===== src/rtl/ppf_pkg.sv =====
// Constants, modes and carrier types for the port 1 / port 2 pin mux.
// Assumes one core clock and an active-low asynchronous reset.
package ppf_pkg;

  localparam int PPF_P2_WIDTH = 4;
  // Port 2 vector index of each pin (bit 2 .. bit 5)
  localparam int PPF_P2_MOSI = 0;
  localparam int PPF_P2_MISO = 1;
  localparam int PPF_P2_SS = 2;
  localparam int PPF_P2_SCK = 3;

  typedef enum logic [1:0] {
    PPF_MODE_QUASI,
    PPF_MODE_PUSH_PULL,
    PPF_MODE_INPUT_ONLY,
    PPF_MODE_OPEN_DRAIN
  } ppf_mode_t;

  localparam ppf_mode_t PPF_MODE_RST = PPF_MODE_INPUT_ONLY;
  localparam logic PPF_LATCH_RST = 1'b1;
  localparam logic [15:0] PPF_RESET_VECTOR = 16'h0000;
  localparam int PPF_ISP_PULSES = 3;

  typedef struct packed {
    logic out;
    logic oe;
    logic pu;
  } ppf_drive_t;

  localparam ppf_drive_t PPF_DRIVE_OFF = '{out: 1'b0, oe: 1'b0, pu: 1'b0};

  typedef struct packed {
    logic enable;
    logic master;
    logic mosi_out;
    logic miso_out;
    logic sck_out;
  } ppf_spi_ctl_t;

  typedef struct packed {
    logic mosi_in;
    logic miso_in;
    logic ss_n_in;
    logic sck_in;
  } ppf_spi_in_t;

  // Pin drive for a plain port bit in a given output mode
  function automatic ppf_drive_t ppf_drive(ppf_mode_t mode, logic value);
    ppf_drive_t d;
    d = PPF_DRIVE_OFF;
    case (mode)
      PPF_MODE_QUASI: begin
        d.oe = ~value;
        d.pu = 1'b1;
      end
      PPF_MODE_PUSH_PULL: begin
        d.oe = 1'b1;
        d.out = value;
      end
      PPF_MODE_OPEN_DRAIN: begin
        d.oe = ~value;
      end
      default: d = PPF_DRIVE_OFF;
    endcase
    return d;
  endfunction

endpackage


===== src/rtl/ppf_port_mux.sv =====
// Pin functions of port 1 bits 2 and 5 and port 2 bits 2 to 5.
// Assumes synchronous pin inputs and an external resolver of pin levels.
//
// Overview of operation
// - Port 1 bit 2 output is open-drain only, never driven high.
// - Port 1 bit 2 carries timer zero count input or open-drain overflow.
// - Port 1 bit 5 is input only, with no output driver.
// - Low reset pin resets ports and peripherals; fetch restarts at zero.
// - Reset pin active during power-on, otherwise only when configured.
// - Reset pin activity during power-on enters in-system programming.
// - Reset puts every port 2 pin input-only, pull-up off, latch high.
// - Each port 2 pin holds its own output mode.
// - Port 2 bit 2 is MOSI: output as master, input as slave.
// - Port 2 bit 3 is MISO: input as master, output as slave.
`timescale 1ns/1ns
`default_nettype none
module ppf_port_mux
  import ppf_pkg::*;
#(
  parameter int P2_WIDTH = PPF_P2_WIDTH,
  parameter int ISP_PULSES = PPF_ISP_PULSES
) (
  input wire logic core_clk,
  input wire logic arst_n,
  // Port 1 bit 2
  input wire logic port1_bit2_pin_in,
  output logic port1_bit2_pin_out,
  output logic port1_bit2_pin_oe,
  input wire logic p1_latch_wr,
  input wire logic p1_latch_wdata,
  input wire logic p1_bit2_od_en,
  output logic p1_bit2_level,
  // Timer zero alternate function
  input wire logic timer_zero_out_en,
  input wire logic timer_zero_ovf_level,
  output logic timer_zero_ext_pin,
  // Port 1 bit 5, reset function
  input wire logic port1_bit5_pin_in,
  output logic p1_bit5_level,
  input wire logic por_seq_active,
  input wire logic user_config_byte_one_rst_en,
  input wire logic osc_above_12mhz,
  output logic rst_fn_active,
  output logic periph_rst_req,
  output logic fetch_restart,
  output logic [15:0] fetch_addr,
  output logic isp_mode,
  output logic cfg_fast_osc_fault,
  // Port 2 pins
  input wire logic port2_bit2_pin_in,
  output logic port2_bit2_pin_out,
  output logic port2_bit2_pin_oe,
  output logic port2_bit2_pin_pu,
  input wire logic port2_bit3_pin_in,
  output logic port2_bit3_pin_out,
  output logic port2_bit3_pin_oe,
  output logic port2_bit3_pin_pu,
  input wire logic port2_bit4_pin_in,
  output logic port2_bit4_pin_out,
  output logic port2_bit4_pin_oe,
  output logic port2_bit4_pin_pu,
  input wire logic port2_bit5_pin_in,
  output logic port2_bit5_pin_out,
  output logic port2_bit5_pin_oe,
  output logic port2_bit5_pin_pu,
  // Port 2 latch and mode writes
  input wire logic p2_latch_wr,
  input wire logic [P2_WIDTH-1:0] p2_latch_wdata,
  input wire logic p2_mode_wr,
  input wire logic [1:0] p2_mode_sel,
  input wire ppf_mode_t p2_mode_wdata,
  output logic [P2_WIDTH-1:0] p2_level,
  // SPI unit side
  input wire ppf_spi_ctl_t spi_ctl,
  output ppf_spi_in_t spi_in
);

  logic ext_rst;
  logic [P2_WIDTH-1:0] p2_pin_in;

  assign p2_pin_in = {port2_bit5_pin_in, port2_bit4_pin_in,
                      port2_bit3_pin_in, port2_bit2_pin_in};

  ppf_rst_pin #(
    .ISP_PULSES(ISP_PULSES)
  ) u_rst_pin (
    .core_clk(core_clk),
    .arst_n(arst_n),
    .rst_pin_level(port1_bit5_pin_in),
    .por_seq_active(por_seq_active),
    .ucfg_rst_sel(user_config_byte_one_rst_en),
    .rst_fn_active(rst_fn_active),
    .ext_rst_req(ext_rst),
    .isp_mode(isp_mode),
    .fetch_restart(fetch_restart)
  );

  // Port 1 bit 2 and bit 5 state
  logic p1_latch_reg, p1_latch_next;
  ppf_drive_t p1_drive_reg, p1_drive_next;
  logic p1_lvl_reg, p1_lvl_next;
  logic p15_lvl_reg, p15_lvl_next;
  logic t0_cnt_reg, t0_cnt_next;
  logic p1_value;

  always_comb begin
    p1_latch_next = p1_latch_reg;
    if (p1_latch_wr) begin
      p1_latch_next = p1_latch_wdata;
    end
    // Overflow output takes the pin from the latch
    p1_value = timer_zero_out_en ? timer_zero_ovf_level : p1_latch_reg;
    p1_drive_next = PPF_DRIVE_OFF;
    if (p1_bit2_od_en || timer_zero_out_en) begin
      // Only ever pulls low; high comes from outside
      p1_drive_next = ppf_drive(PPF_MODE_OPEN_DRAIN, p1_value);
    end
    p1_lvl_next = port1_bit2_pin_in;
    // Count input reads the pin, so a low latch masks it when p1_bit2_od_en is set and the overflow output is off
    t0_cnt_next = port1_bit2_pin_in;
    p15_lvl_next = port1_bit5_pin_in;
    // Pin reset has the last word over writes and the timer
    if (ext_rst) begin
      p1_latch_next = PPF_LATCH_RST;
      p1_drive_next = PPF_DRIVE_OFF;
    end
  end

  always_ff @(posedge core_clk or negedge arst_n) begin
    if (!arst_n) begin
      p1_latch_reg <= PPF_LATCH_RST;
      p1_drive_reg <= PPF_DRIVE_OFF;
      p1_lvl_reg <= 1'b0;
      t0_cnt_reg <= 1'b0;
      p15_lvl_reg <= 1'b0;
    end else begin
      p1_latch_reg <= p1_latch_next;
      p1_drive_reg <= p1_drive_next;
      p1_lvl_reg <= p1_lvl_next;
      t0_cnt_reg <= t0_cnt_next;
      p15_lvl_reg <= p15_lvl_next;
    end
  end

  // Open-drain pin: data line held low, enable does the pulling
  assign port1_bit2_pin_out = 1'b0;
  assign port1_bit2_pin_oe = p1_drive_reg.oe;
  assign p1_bit2_level = p1_lvl_reg;
  assign timer_zero_ext_pin = t0_cnt_reg;
  assign p1_bit5_level = p15_lvl_reg;

  // Reset pin control outputs
  logic fault_reg, fault_next;
  logic [15:0] fetch_addr_reg, fetch_addr_next;

  always_comb begin
    // Flags a configuration the external side must not choose
    fault_next = osc_above_12mhz & ~user_config_byte_one_rst_en;
    // No vector input exists, so every restart fetches from zero
    fetch_addr_next = fetch_addr_reg;
    if (ext_rst) begin
      fetch_addr_next = PPF_RESET_VECTOR;
    end
  end

  always_ff @(posedge core_clk or negedge arst_n) begin
    if (!arst_n) begin
      fault_reg <= 1'b0;
      fetch_addr_reg <= PPF_RESET_VECTOR;
    end else begin
      fault_reg <= fault_next;
      fetch_addr_reg <= fetch_addr_next;
    end
  end

  assign periph_rst_req = ext_rst;
  assign fetch_addr = fetch_addr_reg;
  assign cfg_fast_osc_fault = fault_reg;

  // Port 2 state, one mode register per pin
  logic [P2_WIDTH-1:0] p2_latch_reg, p2_latch_next;
  ppf_mode_t p2_mode_reg [P2_WIDTH];
  ppf_mode_t p2_mode_next [P2_WIDTH];
  ppf_drive_t p2_drive_reg [P2_WIDTH];
  ppf_drive_t p2_drive_next [P2_WIDTH];
  ppf_drive_t p2_plain [P2_WIDTH];
  ppf_drive_t p2_alt [P2_WIDTH];
  logic [P2_WIDTH-1:0] p2_alt_on;
  logic [P2_WIDTH-1:0] p2_lvl_reg, p2_lvl_next;
  ppf_spi_in_t spi_in_reg, spi_in_next;

  // Alternate-function drive of each port 2 pin
  always_comb begin
    for (int k = 0; k < P2_WIDTH; k++) begin
      p2_alt[k] = PPF_DRIVE_OFF;
      p2_alt_on[k] = 1'b0;
    end
    // Enabling the SPI unit claims all four port 2 pins at once
    if (spi_ctl.enable) begin
      p2_alt_on[PPF_P2_MOSI] = 1'b1;
      p2_alt_on[PPF_P2_MISO] = 1'b1;
      p2_alt_on[PPF_P2_SS] = 1'b1;
      p2_alt_on[PPF_P2_SCK] = 1'b1;
      if (spi_ctl.master) begin
        p2_alt[PPF_P2_MOSI] = ppf_drive(PPF_MODE_PUSH_PULL, spi_ctl.mosi_out);
        p2_alt[PPF_P2_SCK] = ppf_drive(PPF_MODE_PUSH_PULL, spi_ctl.sck_out);
      end else begin
        p2_alt[PPF_P2_MISO] = ppf_drive(PPF_MODE_PUSH_PULL, spi_ctl.miso_out);
      end
      // Slave select always stays an input
      p2_alt[PPF_P2_SS] = PPF_DRIVE_OFF;
    end
  end

  genvar i;
  generate
    for (i = 0; i < P2_WIDTH; i++) begin : g_p2
      always_comb begin
        p2_mode_next[i] = p2_mode_reg[i];
        if (p2_mode_wr && (p2_mode_sel == 2'(i))) begin
          p2_mode_next[i] = p2_mode_wdata;
        end
        p2_plain[i] = ppf_drive(p2_mode_reg[i], p2_latch_reg[i]);
        p2_drive_next[i] = p2_alt_on[i] ? p2_alt[i] : p2_plain[i];
        // Pin reset wins over a mode write in the same cycle
        if (ext_rst) begin
          p2_mode_next[i] = PPF_MODE_RST;
          p2_drive_next[i] = PPF_DRIVE_OFF;
        end
      end

      always_ff @(posedge core_clk or negedge arst_n) begin
        if (!arst_n) begin
          p2_mode_reg[i] <= PPF_MODE_RST;
          p2_drive_reg[i] <= PPF_DRIVE_OFF;
        end else begin
          p2_mode_reg[i] <= p2_mode_next[i];
          p2_drive_reg[i] <= p2_drive_next[i];
        end
      end
    end
  endgenerate

  always_comb begin
    p2_latch_next = p2_latch_reg;
    if (p2_latch_wr) begin
      p2_latch_next = p2_latch_wdata;
    end
    if (ext_rst) begin
      p2_latch_next = {P2_WIDTH{PPF_LATCH_RST}};
    end
    p2_lvl_next = p2_pin_in;
  end

  always_ff @(posedge core_clk or negedge arst_n) begin
    if (!arst_n) begin
      p2_latch_reg <= {P2_WIDTH{PPF_LATCH_RST}};
      p2_lvl_reg <= '0;
    end else begin
      p2_latch_reg <= p2_latch_next;
      p2_lvl_reg <= p2_lvl_next;
    end
  end

  // SPI unit inputs, read from the pins whatever drives them
  always_comb begin
    spi_in_next.mosi_in = p2_pin_in[PPF_P2_MOSI];
    spi_in_next.miso_in = p2_pin_in[PPF_P2_MISO];
    // Deselected unless the unit is an enabled slave
    spi_in_next.ss_n_in = (spi_ctl.enable && !spi_ctl.master) ?
                          p2_pin_in[PPF_P2_SS] : 1'b1;
    spi_in_next.sck_in = p2_pin_in[PPF_P2_SCK];
  end

  always_ff @(posedge core_clk or negedge arst_n) begin
    if (!arst_n) begin
      spi_in_reg <= '{mosi_in: 1'b0, miso_in: 1'b0, ss_n_in: 1'b1, sck_in: 1'b0};
    end else begin
      spi_in_reg <= spi_in_next;
    end
  end

  assign p2_level = p2_lvl_reg;
  assign spi_in = spi_in_reg;

  // Pin drives come straight from flip-flops, so no glitches reach the pads
  assign port2_bit2_pin_out = p2_drive_reg[PPF_P2_MOSI].out;
  assign port2_bit2_pin_oe = p2_drive_reg[PPF_P2_MOSI].oe;
  assign port2_bit2_pin_pu = p2_drive_reg[PPF_P2_MOSI].pu;
  assign port2_bit3_pin_out = p2_drive_reg[PPF_P2_MISO].out;
  assign port2_bit3_pin_oe = p2_drive_reg[PPF_P2_MISO].oe;
  assign port2_bit3_pin_pu = p2_drive_reg[PPF_P2_MISO].pu;
  assign port2_bit4_pin_out = p2_drive_reg[PPF_P2_SS].out;
  assign port2_bit4_pin_oe = p2_drive_reg[PPF_P2_SS].oe;
  assign port2_bit4_pin_pu = p2_drive_reg[PPF_P2_SS].pu;
  assign port2_bit5_pin_out = p2_drive_reg[PPF_P2_SCK].out;
  assign port2_bit5_pin_oe = p2_drive_reg[PPF_P2_SCK].oe;
  assign port2_bit5_pin_pu = p2_drive_reg[PPF_P2_SCK].pu;

endmodule
`default_nettype wire


===== src/rtl/ppf_rst_pin.sv =====
// Reset-pin function of port 1 bit 5: reset request, restart, ISP entry.
// Assumes por_seq_active comes from the power-on circuit, synchronous.
`timescale 1ns/1ns
`default_nettype none
module ppf_rst_pin
  import ppf_pkg::*;
#(
  parameter int ISP_PULSES = PPF_ISP_PULSES
) (
  input wire logic core_clk,
  input wire logic arst_n,
  input wire logic rst_pin_level,
  input wire logic por_seq_active,
  input wire logic ucfg_rst_sel,
  output logic rst_fn_active,
  output logic ext_rst_req,
  output logic isp_mode,
  output logic fetch_restart
);

  localparam int CW = $clog2(ISP_PULSES + 1);
  localparam logic [CW-1:0] CNT_LAST = CW'(ISP_PULSES - 1);

  logic pin_d_reg, pin_d_next;
  logic ext_rst_reg, ext_rst_next;
  logic isp_reg, isp_next;
  logic restart_reg, restart_next;
  logic [CW-1:0] cnt_reg, cnt_next;
  logic fn_active;

  assign fn_active = por_seq_active | ucfg_rst_sel;

  always_comb begin
    pin_d_next = rst_pin_level;
    ext_rst_next = fn_active & ~rst_pin_level;
    restart_next = ext_rst_reg & ~ext_rst_next;
    isp_next = isp_reg;
    cnt_next = cnt_reg;
    // Released pulses on the pin during power-on select ISP
    if (!por_seq_active) begin
      cnt_next = '0;
    end else if (rst_pin_level && !pin_d_reg && !isp_reg) begin
      if (cnt_reg == CNT_LAST) begin
        isp_next = 1'b1;
      end else begin
        cnt_next = cnt_reg + CW'(1);
      end
    end
  end

  always_ff @(posedge core_clk or negedge arst_n) begin
    if (!arst_n) begin
      pin_d_reg <= 1'b1;
      ext_rst_reg <= 1'b0;
      isp_reg <= 1'b0;
      restart_reg <= 1'b0;
      cnt_reg <= '0;
    end else begin
      pin_d_reg <= pin_d_next;
      ext_rst_reg <= ext_rst_next;
      isp_reg <= isp_next;
      restart_reg <= restart_next;
      cnt_reg <= cnt_next;
    end
  end

  assign rst_fn_active = fn_active;
  assign ext_rst_req = ext_rst_reg;
  assign isp_mode = isp_reg;
  assign fetch_restart = restart_reg;

endmodule
`default_nettype wire


===== config.mk =====
export PLATFORM = sky130hd
export DESIGN_NAME = ppf_port_mux
export DESIGN_NICKNAME = d
export VERILOG_FILES = /design/src/rtl/ppf_pkg.sv /design/src/rtl/ppf_port_mux.sv /design/src/rtl/ppf_rst_pin.sv
export SDC_FILE = /design/constraint.sdc
export NUM_CORES = 1
export LEC_CHECK = 0
export BUFFER_PORTS_ARGS = -buffer_cell sky130_fd_sc_hd__buf_4
export CORE_ASPECT_RATIO = 0.75
export CORE_MARGIN = 1
export CORE_UTILIZATION = 54
export CTS_BUF_LIST = sky130_fd_sc_hd__clkbuf_4
export CTS_CLUSTER_SIZE = 28
export DETAILED_ROUTE_END_ITERATION = 10
export PLACE_DENSITY = 0.88
export RECOVER_POWER = 50
export SKIP_LAST_GASP = 1
export SYNTH_ARGS = -nofsm -noshare
export SYNTH_HDL_FRONTEND = slang
export SYNTH_SLANG_ARGS = --single-unit

===== constraint.sdc =====
create_clock -name core_clk -period 2.8 [get_ports core_clk]
set_input_delay 0.7 -clock core_clk [delete_from_list [all_inputs] [get_ports core_clk]]
set_output_delay 0.7 -clock core_clk [all_outputs]
set_load 0.02 [all_outputs]

==> results.yml, run 1 <==
clock_network:
  cts_max_level: 2
  cts_buffers: 5
  path_clk_slew_ps: 110
  ctsHoldBuffers: 0
  clock_latency_ps: 340
  cts_setup_buffers: 0
  cts_sinks: 40
  post_cts_resize_count: 0
  cts_tree: "yes"
  ctsRootBufferMaster: "clkbuf_4"
  cts.path.max_buffers: 2
pwr:
  finalPower_mw: 1.14
  ir_worst_vdd_uv: 271
  p_leak_nw: 1.25
  power_density_nw_per_um2: 484
synth:
  synth_area_sq_um: 1930
  syn_area_per_cell_sq_um: 11.5
  yosys_warnings: 0
  async_flop_share_pct: 100
  ys_ff_latch: 40
  netlist_instances: 168
  yosysUniqueCellTypes: 30
  synth_ff_type: "dfrtp_1"
  synth_edf_count: 0
  yosysSeqAreaShare_pct: 52.6
grt:
  grt_pass1_wl_um: 5090
  grt_max_degree: 41
  grt_usage_pct: 18.5
  grt_pass1_vias: 1074
  antenna_found_initial: 0
  gr-total-overflow: 0
place:
  port_buffers: 59
  finalWeightedCongestion: 0.743
  dp_cells: 259
  place_hpwl_um: 2430
timing:
  drv_slew: 0
  finalHoldViolations: 0
  slew_headroom_pct: 43.0
  fmax_mhz: 510
  setup_viol: 0
  worstMarginPinSlew_ps: 855
  grt_setup_unrepaired: "false"
  period_needed_ps: 1960
  setup_tns_ps: 0
  fin_worst_skew_ps: 12.7
  fin_crit_sh_pct: 70.1
detailed_routing:
  wl_met1_um: 1460
  wl_met2_um: 1610
  drtAntennaViolNets: 0
  vias: 1272
  top_layer_used: "met4"
  wl_met3_um: 201
  drt_pass1_iterations: 8
  drt_iter0_markers: 107
  routed_wl_um: 3290
  via_per_inst: 4.76
  wire_per_inst_um: 12.3
  drc_errors: 7
floorplanning:
  die-width_um: 71.0
  pin_count: 77
  initial_core_util_pct: 57.5
  dieArea_sq_um: 3820
  rows: 18
  fp.coreArea_sq_um: 3360
  die_y_um: 53.8
cells_and_area:
  area_delta_synth_final_pct: 22.3
  antenna_cells: 0
  final_cells: 267
  largest_reg_flops: 8
  drive_gt1_share_pct: 34.8
  layout_commonest_cell: "buf_4"
  num-nets-final: 270
  final_cell_mix: "51 x buf_4, 29 x dfrtp_1, 17 x conb_1"
  fillerInstances: 263
run:
  drv_cap: 0
critical_path:
  cpLargestDelayFamily: "buffers and inverters"
  crit_type: "primary input to output pin"
  crit_fanout: 6
  cp_data_required_time_ps: 2100
  path_buf_inv: 3
  cp_slowest_cell: "nor2_1"
  max_stage_delay_ps: 210
  arrival_ps: 1260
  critPathLaunchType: "primary input"
  critPathCaptureType: "output pin"
  crit_chain: "clkbuf_1 -> nor2_1 -> inv_1 -> buf_4"
status:
  status: "finished, violations left"
  violations: "design-rule violations"
hold_path:
  hp-class: "primary input to async pin"
-- power by group --
group / switching, mW / internal (mW)
logic: 0.119 / 0.0892
registers: 0.0211 / 0.619
clock network: 0.177 / 0.117
-- routing by layer --
layer,GRT usage [%],vias up
met5,0,-
met1,23.7,598
met4,5.00,0
met2,30.8,43
met3,6.18,4
li1,-,627
-- path summary, 6_finish.rpt --
path / start / to / slack [ps] / cells after the start
min: arst_n / port2_bit3_pin_pu / 300 / 1
max: por_seq_active / rst_fn_active / 840 / 4
max reg2reg: u_rst_pin.ext_rst_req / port2_bit3_pin_oe / 1090 / 3
max in group asynchronous: arst_n / p2_mode_reg[3] / 2130 / 1
min reg2reg: p2_mode_reg[3] / p2_mode_reg[3] / 540 / 2
min in group core_clk: port2_bit2_pin_in / p2_level[0] / 480 / 1
-- per-stage QoR --
| step | cell area [sq um] | setup WS [ps] | hold WS (ps) | utilization [%] |
|---|---|---|---|---|
| after floorplan | 1990 | 1130 | 404 | - |
| after global placement | 2310 | 894 | 509 | 69.0 |
| after detailed placement | 2310 | 870 | 514 | 69.0 |
| after CTS | 2370 | 866 | 324 | 70.7 |
| after global routing | 2360 | 758 | 324 | 70.4 |
| final | 2360 | 838 | 305 | 70.4 |
-- synth_stat cells, types with 3 or more instances --
cell | instances | area [sq um]
and2_1 | 4 | 25.0
buf_2 | 3 | 15.0
buf_4 | 21 | 158
dfrtp_1 | 29 | 726
dfstp_2 | 11 | 289
ha_1 | 13 | 163
inv_1 | 13 | 48.8
mux2i_1 | 15 | 150
nand2_1 | 9 | 33.8
nand2b_1 | 11 | 68.8
nand3b_1 | 6 | 45.0
nor2_1 | 9 | 33.8
-- final cells by class --
class	count	area, sq um	share of cell area (%)
Tap cell	40	50.0	2.12
Clock buffer	7	52.6	2.23
Timing Repair Buffer	60	439	18.6
Sequential cell	40	1010	43.0
Clock inverter	1	5.00	0.212
Multi-Input combinational cell	106	751	31.8
Inverter	13	48.8	2.07
-- cells by family after synthesis --
family          count (synthesis)  share of synthesized area (%)
flops                          40                           52.6
mux                            15                           7.78
fa+ha+maj                      13                           8.43
simple gates                   50                           14.7
compound gates                 11                           4.67
buf+inv                        38                           11.7
other cells                     1                          0.194
(Power assumes the default switching activity.)
==> run 2, diff against run 1 <==
--- a/config.mk
+++ b/config.mk
@@ -5,14 +5,15 @@
 export SDC_FILE = /design/constraint.sdc
 export NUM_CORES = 1
 export LEC_CHECK = 0
+export ABC_AREA = 1
 export BUFFER_PORTS_ARGS = -buffer_cell sky130_fd_sc_hd__buf_4
 export CORE_ASPECT_RATIO = 0.75
 export CORE_MARGIN = 1
-export CORE_UTILIZATION = 54
+export CORE_UTILIZATION = 49
 export CTS_BUF_LIST = sky130_fd_sc_hd__clkbuf_4
 export CTS_CLUSTER_SIZE = 28
 export DETAILED_ROUTE_END_ITERATION = 10
-export PLACE_DENSITY = 0.88
+export PLACE_DENSITY = 0.81
 export RECOVER_POWER = 50
 export SKIP_LAST_GASP = 1
 export SYNTH_ARGS = -nofsm -noshare
==> constraint.sdc (replaced) <==
create_clock -name core_clk -period 2 [get_ports core_clk]
set_input_delay 0.5 -clock core_clk [delete_from_list [all_inputs] [get_ports core_clk]]
set_output_delay 0.5 -clock core_clk [all_outputs]
set_load 0.02 [all_outputs]
==> results.yml, run 2 <==
status:
  status: "finished clean"
grt:
  grt_max_degree: 41
  antenna_found_initial: 0
  grt_pass1_wl_um: 5620
  gr-total-overflow: 0
  grt_pass1_vias: 1287
  grt_usage_pct: 18.4
timing:
  slew_headroom_pct: 37.5
  fin_ws_ps: 279
  worstMarginPinSlew_ps: 938
  setup_viol: 0
  fin_crit_sh_pct: 86.0
  period_needed_ps: 1720
  fin_worst_skew_ps: 10.1
  setup_tns_ps: 0
  finalHoldViolations: 0
  drv_slew: 0
  fmax_mhz: 581
  grt_setup_unrepaired: "false"
synth:
  yosysUniqueCellTypes: 20
  synth_common_cells: "29 x dfrtp_1, 27 x nand2_1, 25 x inv_1, 21 x buf_4, 19 x nor2_1"
  yosysMostFrequentCell: "dfrtp_1"
  async_flop_share_pct: 100
  synth_area_sq_um: 1870
  netlist_instances: 197
  synth_top_area_cell: "dfrtp_1"
  ys_ff_latch: 40
  synth_top_area_share_pct: 38.8
  synth_ff_type: "dfrtp_1"
  yosysSeqAreaShare_pct: 54.2
  yosys_warnings: 0
  synth_edf_count: 0
  syn_area_per_cell_sq_um: 9.50
  synth_area_leaders: "dfrtp_1 39%, dfstp_2 15%, ha_1 8.7%, buf_4 8.4%, nand2_1 5.4%"
pwr:
  clkPwrFrac_pct: 28.8
  switching_share_pct: 28.1
  comb_power_share_pct: 20.3
  switchingPower_uw: 513
  ir_worst_vdd_uv: 617
  p_leak_nw: 1.28
  power.internal_mw: 1.32
  p_seq_share_pct: 50.9
  power_density_nw_per_um2: 779
hold_path:
  hp-class: "primary input to async pin"
cells_and_area:
  num-nets-final: 301
  antenna_cells: 0
  fillerInstances: 337
  multi_input_area_sq_um: 653
  register_area_sq_um: 1010
  drive_gt1_share_pct: 30.2
  area_delta_synth_final_pct: 25.4
  final_cell_mix: "49 x buf_4, 29 x dfrtp_1, 27 x nand2_1"
  design_area_sq_um: 2350
  layout_commonest_cell: "buf_4"
  largest_reg_flops: 8
critical_path:
  max_stage_delay_ps: 640
  crit_fanout: 15
  cp_data_required_time_ps: 1500
  r2r_end: "port2_bit3_pin_oe"
  rrSetupSlack_ps: 680
  crit_chain: "buf_4"
  cp_slowest_cell: "dfrtp_1"
  critPathCaptureType: "output pin"
  cpLargestDelayFamily: "flip-flops"
  path_buf_inv: 1
  crit_type: "flip-flop to output pin"
  rr_startpoint: "u_rst_pin.ext_rst_req"
  ff2ff_path_depth: 5
  critPathLaunchType: "flip-flop"
  arrival_ps: 1220
  crit_cells: 1
  critPathLaunch: "u_rst_pin.ext_rst_req"
detailed_routing:
  drc_errors: 0
  wire_per_inst_um: 11.0
  routed_wl_um: 3430
  drt_iter0_markers: 74
  vias: 1386
  drt_pass1_iterations: 4
  via_per_inst: 4.47
  drtAntennaViolNets: 0
clock_network:
  path_clk_slew_ps: 120
  ctsHoldBuffers: 0
  post_cts_resize_count: 0
  cts_tree: "yes"
  cts_buffers: 5
  cts_setup_buffers: 0
  cts_max_level: 2
  clock_latency_ps: 350
  ctsRootBufferMaster: "clkbuf_4"
  cts.path.max_buffers: 2
  cts_sinks: 40
floorplanning:
  fp.coreArea_sq_um: 3660
  rows: 19
  die_y_um: 55.5
  initial_core_util_pct: 51.1
  dieArea_sq_um: 4070
  die-width_um: 73.4
  pin_count: 77
place:
  port_buffers: 59
  finalWeightedCongestion: 0.827
  place_area_sq_um: 2280
  pre_cts_ws_ps: 569
  place_hpwl_um: 2660
run:
  drv_cap: 0
## run 2: logic make-up (layout without fill, tap and decap cells)
| kind of cell | Yosys count | count (layout) | synth area share, % |
|---|---|---|---|
| AOI/OAI and AO/OA | 30 | 30 | 8.36 |
| adders and majority gates | 13 | 13 | 8.69 |
| buffers and inverters | 49 | 94 | 14.1 |
| DFF | 40 | 40 | 54.2 |
| other | 1 | 17 | 0.200 |
| and+or+nand+nor | 64 | 64 | 14.4 |
## run 2: through the flow
stage	std cells	power [mW]	hold slack, ps	util [%]
floorplan	213	1.19	204	-
CTS	310	1.85	114	64.4
finish	310	1.83	266	64.1
global placement	302	1.31	474	62.2
global route	310	1.94	249	64.1
detailed placement	302	1.32	478	62.2
## run 2: cell type report
type	count	share of cell area, %
clock inverter	2	1.49
timing repair buffer	59	18.4
clock buffer	6	1.92
multi-input combinational	124	27.8
sequential	40	43.2
inverter	27	4.32
tap	52	2.77
## run 2: power by group through the flow
stage	combinational [mW]	sequential (mW)	clock, mW
after floorplan	0.210	0.976	0
after global placement	0.368	0.943	0
after detailed placement	0.376	0.947	0
after CTS	0.378	0.933	0.539
after global routing	0.419	0.940	0.579
final	0.371	0.931	0.526
## run 2: worst max-delay path by stage
stage                          end  slack [ps]
CTS                 periph_rst_req         260
global route        periph_rst_req         180
detailed placement   rst_fn_active         570
floorplan            rst_fn_active         780
finish              periph_rst_req         280
global placement     rst_fn_active         580
## run 2: layer usage
metal / share of wire, % / global-route usage, %
met1: 47 / 25.0
met2: 41 / 27.4
met3: 10 / 6.57
met4: 1.2 / 6.59
met5: 0 / 0
